<file path="config.mk">
export PLATFORM = sky130hd
export DESIGN_NAME = ecs_cause
export DESIGN_NICKNAME = d
export VERILOG_FILES = /design/src/verilog/ecs_pkg.sv /design/src/verilog/ecs_cause.sv /design/src/verilog/ecs_cycle_counter.sv
export SDC_FILE = /design/constraint.sdc
export NUM_CORES = 1
export LEC_CHECK = 0
export ABC_CLOCK_PERIOD_IN_PS = 1920
export BUFFER_PORTS_ARGS = -buffer_cell sky130_fd_sc_hd__buf_2
export CAP_MARGIN = 20
export CORE_MARGIN = 4
export CORE_UTILIZATION = 45
export CTS_CLUSTER_DIAMETER = 80
export DETAILED_ROUTE_END_ITERATION = 10
export GPL_ROUTABILITY_DRIVEN = 0
export PLACE_DENSITY = 0.8
export SLEW_MARGIN = 20
export SYNTH_ARGS = -nofsm -noshare
export SYNTH_HDL_FRONTEND = slang
export SYNTH_SLANG_ARGS = --single-unit
</file>
<file path="constraint.sdc">
create_clock -name I_CLK -period 1.92 [get_ports I_CLK]
set_input_delay 0.096 -clock I_CLK [delete_from_list [all_inputs] [get_ports I_CLK]]
set_output_delay 0.096 -clock I_CLK [all_outputs]
set_load 0.05 [all_outputs]
</file>
<file path="src/verilog/ecs_pkg.sv">
// shared constants, codes and carriers of the exception cause block
package ecs_pkg;

	// ***********************************************************
	// cause word field positions
	// ***********************************************************
	localparam int CAUSE_W = 32;
	localparam int BD_BIT = 31;
	localparam int TI_BIT = 30;
	localparam int CE_HI = 29;
	localparam int CE_LO = 28;
	localparam int DC_BIT = 27;
	localparam int PCI_BIT = 26;
	localparam int IC_BIT = 25;
	localparam int AP_BIT = 24;
	localparam int IV_BIT = 23;
	localparam int REQUESTED_LEVEL_HI = 12;
	localparam int REQUESTED_LEVEL_LO = 10;
	localparam int IP1_BIT = 9;
	localparam int IP0_BIT = 8;
	localparam int CODE_HI = 6;
	localparam int CODE_LO = 2;

	// ***********************************************************
	// vector offsets and reset values
	// ***********************************************************
	localparam logic [11:0] GEN_VEC_OFFSET = 12'h180;
	localparam logic [11:0] INT_VEC_OFFSET = 12'h200;
	localparam logic [31:0] CAUSE_RESET = 32'h0000_0000;
	localparam logic [31:0] COUNT_RESET = 32'h0000_0000;
	localparam logic [2:0] LEVEL_NONE = 3'h0;
	localparam logic [4:0] SPACING_NONE = 5'h00;

	// ***********************************************************
	// exception codes
	// ***********************************************************
	typedef enum logic [4:0] {
		FC_INTERRUPT = 5'b00000,
		FC_ADDR_FAULT_LOAD = 5'b00100,
		FC_ADDR_FAULT_STORE = 5'b00101,
		FC_FETCH_BUS_FAULT = 5'b00110,
		FC_DATA_BUS_FAULT = 5'b00111,
		FC_SYSTEM_CALL = 5'b01000,
		FC_BREAK_CODE = 5'b01001,
		FC_ILLEGAL_OPCODE_CODE = 5'b01010,
		FC_COP_UNUSABLE = 5'b01011,
		FC_ARITH_WRAP_CODE = 5'b01100,
		FC_CONDITIONAL_HALT_CODE = 5'b01101
	} ecs_fault_code_t;

	// ***********************************************************
	// carriers
	// ***********************************************************
	typedef struct packed {
		logic take;
		logic [4:0] code;
		logic in_delay;
		logic [1:0] cop_unit;
		logic in_prologue;
	} ecs_exc_t;

	typedef struct packed {
		logic done;
		logic chained;
	} ecs_irq_return_instr_t;

	typedef struct packed {
		logic exception_level_flag;
		logic boot_vector_flag;
		logic outer_irq_ctrl_mode;
	} ecs_status_t;

endpackage : ecs_pkg
</file>
<file path="src/verilog/ecs_cause.sv">
// exception cause and status register with dispatch outputs
`timescale 1ns/100ps

// Function
// RL1 - only soft requests, halt, vector select writable
// RL2 - last exception code in bits six-two
// RL3 - interrupt zero, address faults four, five
// RL4 - fetch bus fault six, data seven
// RL5 - system call eight, break nine, illegal ten
// RL6 - unusable eleven, wrap twelve, halt thirteen
// RL7 - top bit flags exception in delay slot
// RL8 - delay flag updated only outside exception level
// RL9 - bit thirty shows timer interrupt pending
// RL10 - coprocessor unit field loaded every exception
// RL11 - count halt bit stops cycle counter
// RL12 - bit twenty-six shows counter interrupt pending
// RL13 - bit twenty-five shows chaining on return
// RL14 - bit twenty-four shows prologue exception
// RL15 - vector select picks special or general vector
// RL16 - select without boot flag means vector table
// RL17 - three-bit requested level, zero means none
// RL18 - set soft request bit means active request
// RL19 - soft requests exported in outer controller mode
// RL20 - unimplemented bits read as zero
// RL21 - shadow set from exception field unless vectored
// RL22 - halt, counter, chain, prologue reset zero
// RL23 - writes to read-only fields ignored
module ecs_cause
	import ecs_pkg::*;
(
	input wire logic I_CLK,
	input wire logic I_SRST,
	input wire ecs_exc_t I_EXC,
	input wire ecs_irq_return_instr_t I_IRQ_RETURN_INSTR,
	input wire ecs_status_t I_STATUS,
	input wire logic I_TIMER_IRQ,
	input wire logic I_PERF_IRQ,
	input wire logic [2:0] I_REQ_LEVEL,
	input wire logic [4:0] I_VECTOR_SPACING,
	input wire logic [3:0] I_MAPPED_SET,
	input wire logic [3:0] I_EXC_SHADOW_SET,
	input wire logic I_CAUSE_WE,
	input wire logic [31:0] I_CAUSE_WDATA,
	output logic [31:0] O_CAUSE,
	output logic [1:0] O_SOFT_IRQ_EXPORT,
	output logic [1:0] O_SOFT_IRQ_LOCAL,
	output logic O_COUNT_HALT,
	output logic [31:0] O_CYCLE_COUNT,
	output logic [11:0] O_VECTOR_OFFSET,
	output logic O_VECTOR_TABLE,
	output logic [3:0] O_SHADOW_SET
);

	// ***********************************************************
	// state
	// ***********************************************************
	logic branch_delay_flag_reg;
	logic countdown_irq_pending_reg;
	logic [1:0] cop_unit_reg;
	logic count_halt_reg;
	logic perf_irq_pending_reg;
	logic irq_chained_flag_reg;
	logic prologue_fault_flag_reg;
	logic vector_select_reg;
	logic [2:0] requested_level_reg;
	logic soft_irq_request_1_reg;
	logic soft_irq_request_0_reg;
	ecs_fault_code_t fault_code_reg;
	ecs_fault_code_t fault_code_next;
	logic [1:0] soft_export_reg;
	logic [1:0] soft_local_reg;
	logic [11:0] vector_offset_reg;
	logic vector_table_reg;
	logic [3:0] shadow_set_reg;
	logic is_interrupt;

	// ***********************************************************
	// code legalisation
	// ***********************************************************
	// reserved or unknown codes are never stored
	always_comb begin
		case (I_EXC.code)
			5'h00: fault_code_next = FC_INTERRUPT; // see RL3
			5'h04: fault_code_next = FC_ADDR_FAULT_LOAD; // see RL3
			5'h05: fault_code_next = FC_ADDR_FAULT_STORE; // see RL3
			5'h06: fault_code_next = FC_FETCH_BUS_FAULT; // see RL4
			5'h07: fault_code_next = FC_DATA_BUS_FAULT; // see RL4
			5'h08: fault_code_next = FC_SYSTEM_CALL; // see RL5
			5'h09: fault_code_next = FC_BREAK_CODE; // see RL5
			5'h0a: fault_code_next = FC_ILLEGAL_OPCODE_CODE; // see RL5
			5'h0b: fault_code_next = FC_COP_UNUSABLE; // see RL6
			5'h0c: fault_code_next = FC_ARITH_WRAP_CODE; // see RL6
			5'h0d: fault_code_next = FC_CONDITIONAL_HALT_CODE; // see RL6
			default: fault_code_next = FC_ILLEGAL_OPCODE_CODE; // see RL6
		endcase
	end

	assign is_interrupt = (fault_code_next == FC_INTERRUPT);

	// ***********************************************************
	// exception capture
	// ***********************************************************
	always_ff @(posedge I_CLK) begin
		if (I_SRST) begin
			fault_code_reg <= FC_INTERRUPT;
			cop_unit_reg <= 2'h0;
		end else if (I_EXC.take) begin
			fault_code_reg <= fault_code_next; // see RL2
			cop_unit_reg <= I_EXC.cop_unit; // see RL10
		end
	end

	always_ff @(posedge I_CLK) begin
		if (I_SRST) begin
			branch_delay_flag_reg <= 1'b0;
		end else if (I_EXC.take && !I_STATUS.exception_level_flag) begin
			branch_delay_flag_reg <= I_EXC.in_delay; // see RL7, see RL8
		end
	end

	always_ff @(posedge I_CLK) begin
		if (I_SRST) begin
			prologue_fault_flag_reg <= 1'b0; // see RL22
		end else if (I_EXC.take) begin
			prologue_fault_flag_reg <= I_EXC.in_prologue; // see RL14
		end
	end

	always_ff @(posedge I_CLK) begin
		if (I_SRST) begin
			irq_chained_flag_reg <= 1'b0; // see RL22
		end else if (I_IRQ_RETURN_INSTR.done) begin
			irq_chained_flag_reg <= I_IRQ_RETURN_INSTR.chained; // see RL13
		end
	end

	// ***********************************************************
	// pending levels
	// ***********************************************************
	always_ff @(posedge I_CLK) begin
		if (I_SRST) begin
			countdown_irq_pending_reg <= 1'b0;
			perf_irq_pending_reg <= 1'b0; // see RL22
			requested_level_reg <= LEVEL_NONE;
		end else begin
			countdown_irq_pending_reg <= I_TIMER_IRQ; // see RL9
			perf_irq_pending_reg <= I_PERF_IRQ; // see RL12
			requested_level_reg <= I_STATUS.outer_irq_ctrl_mode ?
				I_REQ_LEVEL : LEVEL_NONE; // see RL17
		end
	end

	// ***********************************************************
	// software writable fields
	// ***********************************************************
	// only these four bits take write data
	always_ff @(posedge I_CLK) begin
		if (I_SRST) begin
			count_halt_reg <= 1'b0; // see RL22
			vector_select_reg <= 1'b0;
			soft_irq_request_1_reg <= 1'b0;
			soft_irq_request_0_reg <= 1'b0;
		end else if (I_CAUSE_WE) begin // see RL23
			count_halt_reg <= I_CAUSE_WDATA[DC_BIT]; // see RL1
			vector_select_reg <= I_CAUSE_WDATA[IV_BIT]; // see RL1
			soft_irq_request_1_reg <= I_CAUSE_WDATA[IP1_BIT]; // see RL18
			soft_irq_request_0_reg <= I_CAUSE_WDATA[IP0_BIT]; // see RL18
		end
	end

	// ***********************************************************
	// soft request routing
	// ***********************************************************
	always_ff @(posedge I_CLK) begin
		if (I_SRST) begin
			soft_export_reg <= 2'h0;
			soft_local_reg <= 2'h0;
		end else if (I_STATUS.outer_irq_ctrl_mode) begin
			soft_export_reg <= {soft_irq_request_1_reg,
				soft_irq_request_0_reg}; // see RL19
			soft_local_reg <= 2'h0;
		end else begin
			soft_export_reg <= 2'h0;
			soft_local_reg <= {soft_irq_request_1_reg,
				soft_irq_request_0_reg}; // see RL18
		end
	end

	// ***********************************************************
	// dispatch
	// ***********************************************************
	always_ff @(posedge I_CLK) begin
		if (I_SRST) begin
			vector_offset_reg <= GEN_VEC_OFFSET;
			vector_table_reg <= 1'b0;
			shadow_set_reg <= 4'h0;
		end else if (I_EXC.take) begin
			vector_offset_reg <= (is_interrupt && vector_select_reg) ?
				INT_VEC_OFFSET : GEN_VEC_OFFSET; // see RL15
			vector_table_reg <= is_interrupt && vector_select_reg &&
				!I_STATUS.boot_vector_flag; // see RL16
			shadow_set_reg <= (is_interrupt && vector_select_reg &&
				(I_VECTOR_SPACING != SPACING_NONE)) ?
				I_MAPPED_SET : I_EXC_SHADOW_SET; // see RL21
		end
	end

	// ***********************************************************
	// cycle counter
	// ***********************************************************
	ecs_cycle_counter #(
		.WIDTH(32)
	) u_counter (
		.i_clk(I_CLK),
		.i_srst(I_SRST),
		.i_enable(!count_halt_reg), // see RL11
		.o_count(O_CYCLE_COUNT)
	);

	// ***********************************************************
	// read view
	// ***********************************************************
	// unlisted positions stay zero
	always_comb begin
		O_CAUSE = CAUSE_RESET; // see RL20
		O_CAUSE[BD_BIT] = branch_delay_flag_reg;
		O_CAUSE[TI_BIT] = countdown_irq_pending_reg;
		O_CAUSE[CE_HI:CE_LO] = cop_unit_reg;
		O_CAUSE[DC_BIT] = count_halt_reg;
		O_CAUSE[PCI_BIT] = perf_irq_pending_reg;
		O_CAUSE[IC_BIT] = irq_chained_flag_reg;
		O_CAUSE[AP_BIT] = prologue_fault_flag_reg;
		O_CAUSE[IV_BIT] = vector_select_reg;
		O_CAUSE[REQUESTED_LEVEL_HI:REQUESTED_LEVEL_LO] = requested_level_reg;
		O_CAUSE[IP1_BIT] = soft_irq_request_1_reg;
		O_CAUSE[IP0_BIT] = soft_irq_request_0_reg;
		O_CAUSE[CODE_HI:CODE_LO] = fault_code_reg; // see RL2
	end

	assign O_SOFT_IRQ_EXPORT = soft_export_reg;
	assign O_SOFT_IRQ_LOCAL = soft_local_reg;
	assign O_COUNT_HALT = count_halt_reg;
	assign O_VECTOR_OFFSET = vector_offset_reg;
	assign O_VECTOR_TABLE = vector_table_reg;
	assign O_SHADOW_SET = shadow_set_reg;

	// ***********************************************************
	// assertions
	// ***********************************************************
	// low for one cycle after any reset, so the counter checks skip
	// the edge whose sampled values still predate the reset
	logic run_reg;

	always_ff @(posedge I_CLK) begin
		run_reg <= !I_SRST;
	end

	property p_write_keeps_ro;
		@(posedge I_CLK) disable iff (I_SRST)
		(I_CAUSE_WE && !I_EXC.take && !I_IRQ_RETURN_INSTR.done) |=>
		(O_CAUSE[CE_HI:CE_LO] == $past(O_CAUSE[CE_HI:CE_LO])) &&
		(O_CAUSE[CODE_HI:CODE_LO] == $past(O_CAUSE[CODE_HI:CODE_LO])) &&
		(O_CAUSE[IC_BIT:AP_BIT] == $past(O_CAUSE[IC_BIT:AP_BIT]));
	endproperty
	a_write_keeps_ro: assert property (p_write_keeps_ro) // see RL1, see RL23
		else $error("write altered a read-only cause field");

	property p_code_load;
		@(posedge I_CLK) disable iff (I_SRST)
		I_EXC.take |=> O_CAUSE[CODE_HI:CODE_LO] == $past(fault_code_next);
	endproperty
	a_code_load: assert property (p_code_load) // see RL2
		else $error("exception code not loaded");

	property p_no_reserved_code;
		@(posedge I_CLK) disable iff (I_SRST)
		I_EXC.take |=> (O_CAUSE[CODE_HI:CODE_LO] < 5'h0e) &&
		(O_CAUSE[CODE_HI:CODE_LO] == 5'h00 ||
		O_CAUSE[CODE_HI:CODE_LO] > 5'h03);
	endproperty
	a_no_reserved_code: assert property (p_no_reserved_code) // see RL6
		else $error("reserved exception code stored");

	property p_delay_hold;
		@(posedge I_CLK) disable iff (I_SRST)
		(I_EXC.take && I_STATUS.exception_level_flag) |=>
		$stable(O_CAUSE[BD_BIT]);
	endproperty
	a_delay_hold: assert property (p_delay_hold) // see RL8
		else $error("delay flag changed at exception level");

	property p_delay_load;
		@(posedge I_CLK) disable iff (I_SRST)
		(I_EXC.take && !I_STATUS.exception_level_flag) |=>
		O_CAUSE[BD_BIT] == $past(I_EXC.in_delay);
	endproperty
	a_delay_load: assert property (p_delay_load) // see RL7
		else $error("delay flag not loaded");

	property p_halt_stops;
		@(posedge I_CLK) disable iff (I_SRST || !run_reg)
		O_COUNT_HALT |=> $stable(O_CYCLE_COUNT);
	endproperty
	a_halt_stops: assert property (p_halt_stops) // see RL11
		else $error("counter moved while halted");

	property p_count_runs;
		@(posedge I_CLK) disable iff (I_SRST || !run_reg)
		!O_COUNT_HALT |=> O_CYCLE_COUNT == $past(O_CYCLE_COUNT) + 32'h0000_0001;
	endproperty
	a_count_runs: assert property (p_count_runs) // see RL11
		else $error("counter did not advance");

	property p_vector_pick;
		@(posedge I_CLK) disable iff (I_SRST)
		(I_EXC.take && is_interrupt) |=>
		O_VECTOR_OFFSET == ($past(vector_select_reg) ?
		INT_VEC_OFFSET : GEN_VEC_OFFSET);
	endproperty
	a_vector_pick: assert property (p_vector_pick) // see RL15
		else $error("wrong interrupt vector offset");

	property p_zero_bits;
		@(posedge I_CLK) disable iff (I_SRST)
		(O_CAUSE[22:13] == 10'h000) && !O_CAUSE[7] && (O_CAUSE[1:0] == 2'h0);
	endproperty
	a_zero_bits: assert property (p_zero_bits) // see RL20
		else $error("unimplemented cause bit set");

	property p_soft_export;
		@(posedge I_CLK) disable iff (I_SRST)
		I_STATUS.outer_irq_ctrl_mode |=>
		O_SOFT_IRQ_EXPORT == $past(O_CAUSE[IP1_BIT:IP0_BIT]);
	endproperty
	a_soft_export: assert property (p_soft_export) // see RL19
		else $error("soft requests not exported");

	property p_reset_zero;
		@(posedge I_CLK)
		I_SRST |=> !O_COUNT_HALT && !O_CAUSE[PCI_BIT] &&
		!O_CAUSE[IC_BIT] && !O_CAUSE[AP_BIT];
	endproperty
	a_reset_zero: assert property (p_reset_zero) // see RL22
		else $error("reset value wrong");

	property p_level_none;
		@(posedge I_CLK) disable iff (I_SRST)
		!I_STATUS.outer_irq_ctrl_mode |=> O_CAUSE[REQUESTED_LEVEL_HI:REQUESTED_LEVEL_LO] == 3'h0;
	endproperty
	a_level_none: assert property (p_level_none) // see RL17
		else $error("level shown outside controller mode");

	c_vectored_irq: cover property (@(posedge I_CLK) disable iff (I_SRST)
		I_EXC.take && is_interrupt && vector_select_reg);
	c_delay_slot: cover property (@(posedge I_CLK) disable iff (I_SRST)
		I_EXC.take && I_EXC.in_delay && !I_STATUS.exception_level_flag);
	c_chained: cover property (@(posedge I_CLK) disable iff (I_SRST)
		I_IRQ_RETURN_INSTR.done && I_IRQ_RETURN_INSTR.chained);
	c_halt: cover property (@(posedge I_CLK) disable iff (I_SRST)
		I_CAUSE_WE && I_CAUSE_WDATA[DC_BIT]);

endmodule : ecs_cause

</file>
<file path="src/verilog/ecs_cycle_counter.sv">
// free running cycle counter with a stop enable
`timescale 1ns/100ps
module ecs_cycle_counter
	import ecs_pkg::*;
#(
	parameter int WIDTH = 32
) (
	input wire logic i_clk,
	input wire logic i_srst,
	input wire logic i_enable,
	output logic [WIDTH-1:0] o_count
);

	// ***********************************************************
	// counter
	// ***********************************************************
	always_ff @(posedge i_clk) begin
		if (i_srst) begin
			o_count <= COUNT_RESET[WIDTH-1:0];
		end else if (i_enable) begin
			o_count <= o_count + WIDTH'(1);
		end
	end

endmodule : ecs_cycle_counter

</file>
==> results of run 1 <==
==> placed cells by master, fill, tap and decap left out, drive strengths merged, types with 3 or more instances in the layout <==
cell type / instances
nand3: 18
buf: 109
nor2: 33
clkbuf: 11
or4: 9
inv: 5
dlygate4sd3: 9
o31ai: 9
dfxtp: 61
xor2: 10
conb: 23
or3: 9
and3: 5
a21oi: 23
mux2i: 9
nand4: 7
nand2: 17
a311oi: 5
nor2b: 5
bufinv: 3
and4: 5
o21ai: 14
and2: 7
==> logic make-up after synthesis <==
family | after synthesis | synth area share, %
flip-flops | 61 | 42.5
AND/OR/NAND/NOR | 127 | 25.7
buffers and inverters | 50 | 12.7
adder cells (fa/ha/maj) | 1 | 0.435
other | 1 | 0.130
XOR/XNOR | 12 | 3.66
multiplexers | 9 | 3.13
AO/OA/AOI/OAI | 56 | 11.8
==> layer usage <==
metal	part of all wire [%]	up-vias	GRT usage, %
met2	49	92	28.5
met5	0	-	0
met4	1.4	0	6.28
met3	8.7	10	5.55
met1	41	1186	21.1
li1	-	1290	-
==> timing repair <==
item	in CTS	in global routing
setup buffers	0	1
endpoints found under the setup margin	0	8
hold buffers	9	0
endpoints found under the hold margin	10	0
resized for setup	0	2
==> critical path, delay by kind of cell (launching register included) <==
kind            cells  cell delay (ns)
fa+ha+maj           1             0.22
simple gates        3             0.85
buf+inv             1             0.13
compound gates      1             0.14
flops               1             0.38
==> metrics by stage <==
stage               cells  power (uW)  instance area (um2)  util [%]  hold slack, ns
finish                502        3160                 3630      59.9          0.0107
global route          502        3270                 3630      59.9          0.0348
CTS                   501        3200                 3620      59.7        0.000797
detailed placement    476        1770                 3280      54.1           0.301
global placement      476        1770                 3280      54.1           0.295
floorplan             339        1720                 2970         -           0.172
==> area by class of cell <==
type                    instances  area (um2)
repair buffers                118         666
inverters                       4        15.0
multi-input cells             228        1370
flip-flops and latches         61        1230
clock buffers                  11         141
fillers                       541        2430
well taps                      75        93.8
clock inverters                 5         106
==> worst paths after layout <==
kind	startpoint	endpoint	depth (start not counted)
setup / recovery	u_counter.o_count[1]	u_counter.o_count[28]	6
hold / removal	I_CAUSE_WDATA[23]	vector_select_reg	3
setup reg to reg	u_counter.o_count[1]	u_counter.o_count[28]	6
hold reg to reg	O_VECTOR_OFFSET[9]	O_VECTOR_OFFSET[9]	2
==> power groups by stage <==
stage,combinational [uW],sequential (uW),clock [uW]
CTS,435,1320,1440
global route,464,1330,1480
finish,435,1320,1400
floorplan,275,1450,0
detailed placement,421,1350,0
global placement,415,1350,0
==> Flow_metrics.wiki, run 1 <==
{| class="wikitable"
! Metric !! Value
|-
| VDD IR max || approximately 0.44 mV
|-
| FF+latch count, synth || approximately 60
|-
| Cell Rows || 28
|-
| Overall Global Routing Usage || 17.3%
|-
| Switching power share of the total || 26.7%
|-
| Cell type with the highest aggregate area in the netlist || dfxtp_1
|-
| Status || completed
|-
| Total gr overflow || 0
|-
| Quantity of I/O buffers inserted on ports || ~100
|-
| Number of enable-type register cells in the synthesized netlist || 0
|-
| Number of H-tree branching levels || 3
|-
| Critical Path Fanout Max || 6
|-
| Critical-path cell list || ha_1 -> and3_2 -> buf_4 -> nand4_4 -> or4_1 -> a21oi_1
|-
| Final Critical Period || about 1.8 ns
|-
| Flip-flop count of the largest register, all copies and words added || 32
|-
| Worst slack at placement || 0.0872 ns
|-
| Overall routed net length || approximately 6600 um
|-
| Yosys Warn Count || 0
|-
| Most frequent cell after synthesis || dfxtp_1
|-
| Power spent charging and discharging nets || ~840 uW
|-
| Arrival time of the worst setup path || ~2.1 ns
|-
| Number of placed I/O pins || between 150 and 200
|-
| Post-DP HPWL || about 4800 um
|-
| Largest net degree at the start of global routing || 31
|-
| Per-cell via count in the routed design || a little over 5
|-
| Antenna violations before repair || 0
|-
| Part of the total power dissipated in combinational logic || 13.8%
|-
| Clock network fraction of design power || approximately 44%
|-
| Unique cell type count in the Yosys netlist || between 40 and 50
|-
| Die Y || slightly below 90 um
|-
| Master cell of the clock root buffer || clkbuf_8
|-
| Share of synthesized flip-flops with an asynchronous set or reset || 0%
|-
| R2R Setup Slk || about 0.12 ns
|-
| Area Growth Syn to Fin || 26.3%
|-
| Latest clock arrival within the worst-skew pair || ~0.33 ns
|-
| Max cap viols || 0
|-
| First-pass iteration count of the detailed router || 4
|-
| Total Die Area || roughly 7700 um2
|-
| Global-route wire length before repair || about 11,000 um
|-
| Post-synth top flop || dfxtp_1
|-
| Maximum clock path buffer count || 2
|-
| Share of the synthesized area in the top cell type || a little over two fifths
|-
| Netlist area before placement || 2870 um2
|-
| Fmax achieved || 556 MHz
|-
| Leakage || approximately 0.0016 uW
|-
| Final hold violation count || 0
|-
| Classification of the worst-slack hold path || primary input to flip-flop
|-
| Top post-synthesis cells by count || 61 x dfxtp_1, 33 x buf_4, 33 x nor2_1
|-
| Count of mapped cells out of synthesis || 317
|-
| Rel. slew slack || between 60% and 70%
|-
| Starting Density || 47.4%
|-
| Number of violations reported at the end of detailed-routing iteration 0 || about 120
|-
| Remaining DRCs || 0
|-
| Layout net count || roughly 500
|-
| Sequential share of the synthesized area || 42.5%
|-
| Average cell area after synthesis || a little over 9 um2
|-
| Wire per inst || roughly 13 um
|-
| Worst Max-Slew Pin Slew || about 0.53 ns
|-
| CTS sink count || 61
|-
| Num CTS Buffers || 9
|-
| Placeable core region || approximately 6000 um2
|-
| Share of cells above drive strength 1 || between 30% and 40%
|-
| Fin. max-slew vios || 0
|-
| Crit Path Category || flip-flop to flip-flop
|-
| Crit path required time || 2.18 ns
|-
| CTS tree || done
|-
| Internal power component || ~2300 uW
|-
| Final setup TNS || 0 ns
|-
| Fraction of the cycle the final worst path needs || 93.8%
|-
| Worst path setup slack after routing || 0.120 ns
|-
| Leading cell types by total area after synthesis || dfxtp_1 42%, buf_4 8.6%, nor2_1 4.3%
|-
| Post-route antenna net violation count || 0
|-
| Critical path startpoint category || flip-flop
|-
| Number of global-route vias before repair || between 2,000 and 2,500
|-
| Worst clock skew on the final layout || 0.00909 ns
|-
| P per Cell Area || between 800 and 900 nW/um2
|-
| Kind of end point of the critical path || flip-flop
|-
| Number of setup violations in the final report || 0
|-
| Diodes inserted || 0
|-
| CTS clock-pin slew for the worst setup and hold paths || roughly 0.070 ns
|-
| CP peak stage delay || about 0.49 ns
|-
| Setup repair after global routing missed its margin || no
|-
| Overall die width || 87.9 um
|-
| Cell at the slowest stage of the critical path || or4_1
|-
| Portion of total power attributed to sequential cells || a little over two fifths
|-
| Total via count after detailed routing || about 2,600
|}
(Power assumes the default switching activity.)
==> inputs of run 2 (changes only) <==
--- a/config.mk
+++ b/config.mk
@@ -5,8 +5,7 @@
 export SDC_FILE = /design/constraint.sdc
 export NUM_CORES = 1
 export LEC_CHECK = 0
-export ABC_CLOCK_PERIOD_IN_PS = 1920
-export BUFFER_PORTS_ARGS = -buffer_cell sky130_fd_sc_hd__buf_2
+export BUFFER_PORTS_ARGS = -buffer_cell sky130_fd_sc_hd__clkbuf_2
 export CAP_MARGIN = 20
 export CORE_MARGIN = 4
 export CORE_UTILIZATION = 45
@@ -17,4 +16,5 @@
 export SLEW_MARGIN = 20
 export SYNTH_ARGS = -nofsm -noshare
 export SYNTH_HDL_FRONTEND = slang
+export SYNTH_HIERARCHICAL = 1
 export SYNTH_SLANG_ARGS = --single-unit
==> run 2 against run 1 <==
- register-to-register slack worse by 0.09 ns
- combinational power hardly changed
- routed wire length is 4.9% higher
- utilization is 1.6 points lower
- critical path type unchanged
- highest routed layer unchanged
==> Flow_metrics.wiki, run 2 <==
{| class="wikitable"
! Metric !! Value
|-
| Worst path setup slack after routing || 0.0303 ns (-0.0897 ns)
|-
| Post-synth top flop || dfxtp_1
|-
| Latest clock arrival within the worst-skew pair || 0.32 ns (about the same)
|-
| Cell type with the highest aggregate area in the netlist || dfxtp_1
|-
| Status || completed
|-
| Flip-flop count of the largest register, all copies and words added || 32 (unchanged)
|-
| Unique cell type count in the Yosys netlist || 44 (-4.3%)
|-
| Post-DP HPWL || 5100 um (+6.0%)
|-
| Simple-gate share of the synthesized area || 26.7% (+1.0 points)
|-
| Antenna violations before repair || 0 (unchanged)
|-
| Quantity of I/O buffers inserted on ports || 102 (unchanged)
|-
| Layout net count || 503 (+2.4%)
|-
| Fraction of the cycle the final worst path needs || 98.4% (+4.7 points)
|-
| Number of global-route vias before repair || 2,433 (+1.1%)
|-
| Num CTS Buffers || 9 (unchanged)
|-
| Wire per inst || 13.4 um (+2.1%)
|-
| Remaining DRCs || 0 (unchanged)
|-
| Adder-cell area share of the yosys netlist || 0.428% (-0.0076 points)
|-
| Multiplexer share of the synthesized area || 7.66% (+4.5 points)
|-
| Largest net degree at the start of global routing || 35 (+13%)
|-
| Buffering stage count on the worst path with inverters included || 1 (unchanged)
|-
| Top post-synthesis cells by count || 61 x dfxtp_1, 47 x nor2_1, 34 x buf_4
|-
| CTS tree || done
|-
| Leakage || 0.00165 uW (+0.52%)
|-
| Netlist area before placement || 2930 um2 (+1.8%)
|-
| Overall die width || 88.6 um (+0.81%)
|-
| Worst clock skew on the final layout || 0.00950 ns (+0.000410 ns)
|-
| Commonest non-fill, non-tap cells in the layout || 102 x clkbuf_2, 47 x nor2_1, 40 x dfxtp_1, 23 x conb_1, 15 x nand2_1
|-
| Count of mapped cells out of synthesis || 331 (+4.4%)
|-
| Rel. slew slack || 57.3% (-7.6 points)
|-
| Final standard cell count with taps included and fillers excluded || 516 (+2.8%)
|-
| Classification of the worst-slack hold path || primary input to flip-flop
|-
| CTS clock-pin slew for the worst setup and hold paths || 0.07 ns (about the same)
|-
| Critical-path cell list || nand4_1 -> buf_4 -> or4_4 -> nor3_2 -> mux2_2
|-
| Kind of end point of the critical path || flip-flop
|-
| Critical path startpoint category || flip-flop
|-
| Worst Max-Slew Pin Slew || 0.641 ns (+0.113 ns)
|-
| Placeable core region || 6310 um2 (+4.2%)
|-
| Per-cell via count in the routed design || 5.14 (about the same)
|-
| Share of synthesized flip-flops with an asynchronous set or reset || 0% (unchanged)
|-
| GR met2 Demand/Resource || 27.8% (-0.69 points)
|-
| Global-route wire length before repair || 10,800 um (+1.1%)
|-
| Most used routing layer in global routing || met2
|-
| Launching instance or port of the critical path || u_counter/o_count[19]
|-
| Cell at the slowest stage of the critical path || or4_4
|-
| Sequential share of the synthesized area || 41.7% (-0.75 points)
|-
| R2R Setup Slk || 0.03 ns (-0.09 ns)
|-
| Maximum clock path buffer count || 2 (unchanged)
|-
| Number of gates on the worst path with buffers counted || 5 (-1)
|-
| Synthesized-area fraction occupied by ao, oa, aoi and oai cells || 6.76% (-5.0 points)
|-
| Final Critical Period || 1.89 ns (+0.0897 ns)
|-
| Fin. max-slew vios || 0 (unchanged)
|-
| Average cell area after synthesis || 8.84 um2 (-2.5%)
|-
| Final hold violation count || 0 (unchanged)
|-
| Largest family of logic cells by synthesized area || simple AND/OR/NAND/NOR gates
|-
| Max cap viols || 0 (unchanged)
|-
| Number of violations reported at the end of detailed-routing iteration 0 || 96 (-19%)
|-
| Area Growth Syn to Fin || 25.7%
|-
| Post-route antenna net violation count || 0 (unchanged)
|-
| P per Cell Area || 762 nW/um2 (-13%)
|-
| Final setup TNS || 0 ns (unchanged)
|-
| Most common library cell in the layout ignoring fill and taps || clkbuf_2
|-
| Critical R2R Launch || u_counter/o_count[19]
|-
| R2R Path End || u_counter/o_count[25]
|-
| FF+latch count, synth || 61 (unchanged)
|-
| Worst slack at placement || 0.0151 ns (-0.0721 ns)
|-
| Cell Rows || 29 (+3.6%)
|-
| Total Die Area || 7850 um2 (+1.6%)
|-
| Cells after DPL || 493 (+3.6%)
|-
| Category of cells accounting for the largest share of critical-path delay || simple AND/OR/NAND/NOR gates
|-
| Number of setup violations in the final report || 0 (unchanged)
|-
| Overall Global Routing Usage || 17.1% (-0.15 points)
|-
| First-pass iteration count of the detailed router || 5 (+1)
|-
| Most frequent cell after synthesis || dfxtp_1
|-
| CTS sink count || 61 (unchanged)
|-
| Met3 track demand over resource || 3.82% (-1.7 points)
|-
| Total via count after detailed routing || 2,652 (+2.9%)
|-
| Share of cells above drive strength 1 || 38.7% (+4.5 points)
|-
| Arrival time of the worst setup path || 2.10 ns (+0.04 ns)
|-
| Xor/xnor cell area share of the yosys netlist || 3.89% (+0.24 points)
|-
| Die Y || 88.6 um (+0.81%)
|-
| Crit path required time || 2.13 ns (-0.05 ns)
|-
| End of the critical path || u_counter/o_count[25]
|-
| Critical Path Fanout Max || 6 (unchanged)
|-
| Diodes inserted || 0 (unchanged)
|-
| Number of H-tree branching levels || 3 (unchanged)
|-
| Yosys Warn Count || 6 (+6)
|-
| Number of placed I/O pins || 154 (unchanged)
|-
| Crit Path Category || flip-flop to flip-flop
|-
| GR met1 Demand/Resource || 21.9% (+0.80 points)
|-
| Setup repair after global routing missed its margin || yes
|-
| VDD IR max || 0.453 mV (+2.8%)
|-
| Total gr overflow || 0 (unchanged)
|-
| CP peak stage delay || 0.53 ns (+0.04 ns)
|-
| Area after detailed placement || 3400 um2 (+3.5%)
|-
| Starting Density || 46.3% (-1.1 points)
|-
| Overall routed net length || 6910 um (+4.9%)
|-
| Total non-filler cell area in the finished layout || 3680 um2 (+1.3%)
|-
| Leading cell types by total area after synthesis || dfxtp_1 42%, buf_4 8.7%, nor2_1 6.0%
|-
| Number of enable-type register cells in the synthesized netlist || 0 (unchanged)
|-
| Fmax achieved || 529 MHz (-4.7%)
|-
| Count of cells along the worst register-to-register path || 5 (-1)
|-
| Master cell of the clock root buffer || clkbuf_8
|-
| Share of the synthesized area in the top cell type || 41.7% (-0.75 points)
|}
==> run 2: worst min-delay path by stage <==
stage	start	end	slack, ns	cells past startpoint
after floorplan	I_SRST	countdown_irq_pending_reg	0.17	1
after global placement	I_STATUS[0]	O_SOFT_IRQ_LOCAL[1]	0.29	2
after detailed placement	I_STATUS[0]	O_SOFT_IRQ_LOCAL[0]	0.30	2
after CTS	I_CAUSE_WDATA[8]	soft_irq_request_0_reg	0.004	3
after global routing	I_REQ_LEVEL[0]	requested_level_reg[0]	0.0005	2
final	I_REQ_LEVEL[0]	requested_level_reg[0]	0.01	2
==> run 2: metrics by stage <==
stage / hold WS, ns / total power, uW / utilization [%]
global placement: 0.290 / 1760 / 53.8
floorplan: 0.168 / 1720 / -
detailed placement: 0.299 / 1770 / 53.8
global route: 0.000533 / 2920 / 58.3
finish: 0.0131 / 2800 / 58.3
CTS: 0.00388 / 2830 / 57.6
==> run 2: cell families after synthesis <==
| logic type | after synthesis |
|---|---|
| and+or+nand+nor | 146 |
| DFF | 61 |
| buffers and inverters | 55 |
| AOI/OAI and AO/OA | 33 |
| muxes | 21 |
| xor gates and xnor gates | 13 |
| adders and majority gates | 1 |
| other | 1 |
==> run 2: layout make-up <==
class	count	area, um2
clock inverters	3	17.5
fillers	579	2640
inverters	6	22.5
clock buffers	13	170
multi-input cells	238	1460
flip-flops and latches	61	1270
well taps	77	96.3
repair buffers	118	643
==> run 2: where the power goes <==
group          switching, uW  internal [uW]
logic                    331            106
registers               24.9           1290
clock network            468            579
total                    824           1980
==> run 2: repair_timing <==
item                                    in CTS  in global routing
hold buffers                                 5                  0
pin swaps                                    1                  5
cloned                                       0                  1
resized for setup                            0                  6
endpoints found under the setup margin       2                  7
buffers inserted                             0                  1
endpoints found under the hold margin        6                  0
==> run 2: layer usage <==
metal	wire (um)	up-vias
li1	-	1297
met1	3070	1231
met2	3190	104
met3	509	20
met4	136	0
met5	0	-
==> run 2: worst register-to-register path, cell delays in order (launching register included) <==
cell	delay, ns
dfxtp_4	0.37
nand4_1	0.12
buf_4	0.17
or4_4	0.53
nor3_2	0.23
mux2_2	0.35
==> inputs of run 3 (changes only) <==
--- a/config.mk
+++ b/config.mk
@@ -8,11 +8,10 @@
 export BUFFER_PORTS_ARGS = -buffer_cell sky130_fd_sc_hd__clkbuf_2
 export CAP_MARGIN = 20
 export CORE_MARGIN = 4
-export CORE_UTILIZATION = 45
+export CORE_UTILIZATION = 30
 export CTS_CLUSTER_DIAMETER = 80
 export DETAILED_ROUTE_END_ITERATION = 10
 export GPL_ROUTABILITY_DRIVEN = 0
-export PLACE_DENSITY = 0.8
 export SLEW_MARGIN = 20
 export SYNTH_ARGS = -nofsm -noshare
 export SYNTH_HDL_FRONTEND = slang
==> run 3 against run 2 <==
- power rose by 2.5%
- global-route usage fell by 4.2 points
- sequential share of layout area fell by 0.78 points
- non-clock buffer count rose by 4
- clock skew barely moved
- register-to-register slack barely moved
- clock-buffer cell count fell by 3
- utilization fell by 18 points
- cell count rose by 11%
- critical path depth fell by 1
==> Flow_metrics.wiki, run 3 (synthesis gave the netlist of run 2 again) <==
{| class="wikitable"
! Metric !! Value
|-
| Status || completed
|-
| Remaining DRCs || 0 (unchanged)
|-
| Final hold violation count || 0 (unchanged)
|-
| Cell Rows || 35 (+21%)
|-
| Fraction of the cycle the final worst path needs || 98.6% (+0.19 points)
|-
| CP peak stage delay || 0.61 ns (+0.08 ns)
|-
| Worst hold margin || 0.00475 ns (-0.00835 ns)
|-
| Largest net degree at the start of global routing || 37 (+5.7%)
|-
| Master cell of the clock root buffer || clkbuf_8
|-
| Count of cells along the worst register-to-register path || 4 (-1)
|-
| Buffering stage count on the worst path with inverters included || 0 (-1)
|-
| Global-route wire length before repair || 11,700 um (+8.9%)
|-
| First-pass iteration count of the detailed router || 4 (-1)
|-
| VDD IR max || 0.414 mV (-8.8%)
|-
| P per Cell Area || 763 nW/um2 (+0.21%)
|-
| Max cap viols || 0 (unchanged)
|-
| Number of setup violations in the final report || 0 (unchanged)
|-
| R2R Path End || u_counter/o_count[31]
|-
| Maximum clock path buffer count || 2 (unchanged)
|-
| Total via count after detailed routing || 2,595 (-2.1%)
|-
| Fmax achieved || 528 MHz (-0.19%)
|-
| Per-cell via count in the routed design || 4.54 (-12%)
|-
| Critical-path cell list || nand4_1 -> or4_4 -> nor4_4 -> mux2_4
|-
| Starting Density || 31.2% (-15 points)
|-
| Worst Max-Slew Pin Slew || 0.714 ns (+0.0733 ns)
|-
| CTS sink count || 61 (unchanged)
|-
| Critical Path Fanout Max || 10 (+4)
|-
| Arrival time of the worst setup path || 2.12 ns (+0.02 ns)
|-
| Num CTS Buffers || 9 (unchanged)
|-
| R2R Setup Slk || 0.03 ns (about the same)
|-
| Kind of end point of the critical path || flip-flop
|-
| Die Y || 107 um (+20%)
|-
| Number of global-route vias before repair || 2,442 (+0.37%)
|-
| Critical path startpoint category || flip-flop
|-
| Category of cells accounting for the largest share of critical-path delay || simple AND/OR/NAND/NOR gates
|-
| Commonest non-fill, non-tap cells in the layout || 102 x clkbuf_2, 47 x nor2_1, 40 x dfxtp_1, 23 x conb_1, 15 x nand2_1
|-
| Critical R2R Launch || u_counter/o_count[21]
|-
| Diodes inserted || 0 (unchanged)
|-
| CTS clock-pin slew for the worst setup and hold paths || 0.07 ns (about the same)
|-
| Classification of the worst-slack hold path || primary input to flip-flop
|-
| Layout net count || 506 (+0.60%)
|-
| End of the critical path || u_counter/o_count[31]
|-
| Total of fill cells in the finished design || 973 (+68%)
|-
| CTS tree || done
|-
| Total gr overflow || 0 (unchanged)
|-
| Fin. max-slew vios || 0 (unchanged)
|-
| Min-Delay Path Depth || 3 (+1)
|-
| Post-DP HPWL || 5410 um (+6.1%)
|-
| Number of placed I/O pins || 154 (unchanged)
|-
| Most common library cell in the layout ignoring fill and taps || clkbuf_2
|-
| Rel. slew slack || 52.4% (-4.9 points)
|-
| Share of cells above drive strength 1 || 37.3% (-1.4 points)
|-
| Final setup TNS || 0 ns (unchanged)
|-
| Overall die width || 107 um (+20%)
|-
| Crit path required time || 2.14 ns (about the same)
|-
| Number of H-tree branching levels || 3 (unchanged)
|-
| Final Critical Period || 1.89 ns (+0.00366 ns)
|-
| Area Growth Syn to Fin || 28.7%
|-
| Flip-flop count of the largest register, all copies and words added || 32 (unchanged)
|-
| Number of violations reported at the end of detailed-routing iteration 0 || 51 (-47%)
|-
| Crit Path Category || flip-flop to flip-flop
|-
| Wire per inst || 12.8 um (-4.5%)
|-
| Overall Global Routing Usage || 12.9% (-4.2 points)
|-
| Latest clock arrival within the worst-skew pair || 0.34 ns (+0.02 ns)
|-
| Setup repair after global routing missed its margin || yes
|-
| Area after detailed placement || 3450 um2 (+1.5%)
|-
| Cell at the slowest stage of the critical path || or4_4
|-
| Number of gates on the worst path with buffers counted || 4 (-1)
|-
| Launching instance or port of the critical path || u_counter/o_count[21]
|-
| Quantity of I/O buffers inserted on ports || 102 (unchanged)
|-
| Total Die Area || 11,400 um2 (+45%)
|-
| Leakage || 0.00167 uW (+0.84%)
|-
| Post-route antenna net violation count || 0 (unchanged)
|-
| Placeable core region || 9370 um2 (+48%)
|-
| Antenna violations before repair || 0 (unchanged)
|-
| Worst clock skew on the final layout || 0.00945 ns (-0.0000527 ns)
|-
| Overall routed net length || 7300 um (+5.7%)
|-
| Total non-filler cell area in the finished layout || 3760 um2 (+2.3%)
|}
run 3: cell types whose count changed in the layout (fill, tap and decap cells not counted), sizes merged:
cell | before | now
clkbuf | 115 | 112
bufinv | 0 | 1
buf | 11 | 9
clkinvlp | 1 | 2
clkinv | 2 | 3
dlygate4sd3 | 5 | 11
or4 | 5 | 4
run 3: timing repair:
action                                 4_1_cts  5_1_grt
hold buffers                                11        0
setup endpoints to repair                    0        3
resized for setup                            0        2
endpoints found under the hold margin       12        0
setup buffers                                0        1
run 3: metal layers:
metal,vias up,wire length [um],GRT usage [%]
li1,1297,-,-
met1,1205,3110,15.7
met2,82,3620,21.4
met3,11,407,3.49
met4,0,160,5.48
met5,-,0,0
run 3: tightest hold or removal path, delay by kind of cell:
| family | cells | cell delay (ns) |
|---|---|---|
| buf+inv | 1 | 0.07 |
| mux | 1 | 0.05 |
| simple gates | 1 | 0.08 |
run 3: layout make-up:
class | instances | area (um2) | share of cell area, %
Clock buffer | 10 | 128 | 3.39
Clock inverter | 6 | 63.8 | 1.70
Inverter | 6 | 22.5 | 0.598
Multi-Input combinational cell | 237 | 1430 | 38.1
Sequential cell | 61 | 1270 | 33.7
Tap cell | 129 | 161 | 4.29
Timing Repair Buffer | 122 | 688 | 18.3
run 3: worst min-delay path by stage:
stage / start / endpoint / slack (ns)
6_report: I_EXC[0] / prologue_fault_flag_reg / 0.005
5_1_grt: I_STATUS[1] / O_VECTOR_TABLE / 0.009
4_1_cts: I_IRQ_RETURN_INSTR[1] / irq_chained_flag_reg / 0.0003
3_5_place_dp: I_STATUS[0] / O_SOFT_IRQ_LOCAL[0] / 0.29
3_3_place_gp: I_STATUS[0] / O_SOFT_IRQ_LOCAL[1] / 0.29
2_1_floorplan: I_SRST / countdown_irq_pending_reg / 0.17
run 3: report_power, final:
part	total, uW	switching [uW]	internal (uW)
logic	450	336	114
registers	1320	25.0	1290
clock network	1110	509	597
run 3: through the flow:
step	instances	setup slack [ns]	util (%)	power [uW]
detailed placement	543	0.0387	36.8	1780
finish	571	0.0266	40.2	2870
floorplan	353	-0.00161	-	1720
CTS	570	0.0327	40.0	2920
global placement	543	0.0596	36.8	1770
global route	571	-0.0127	40.2	3020
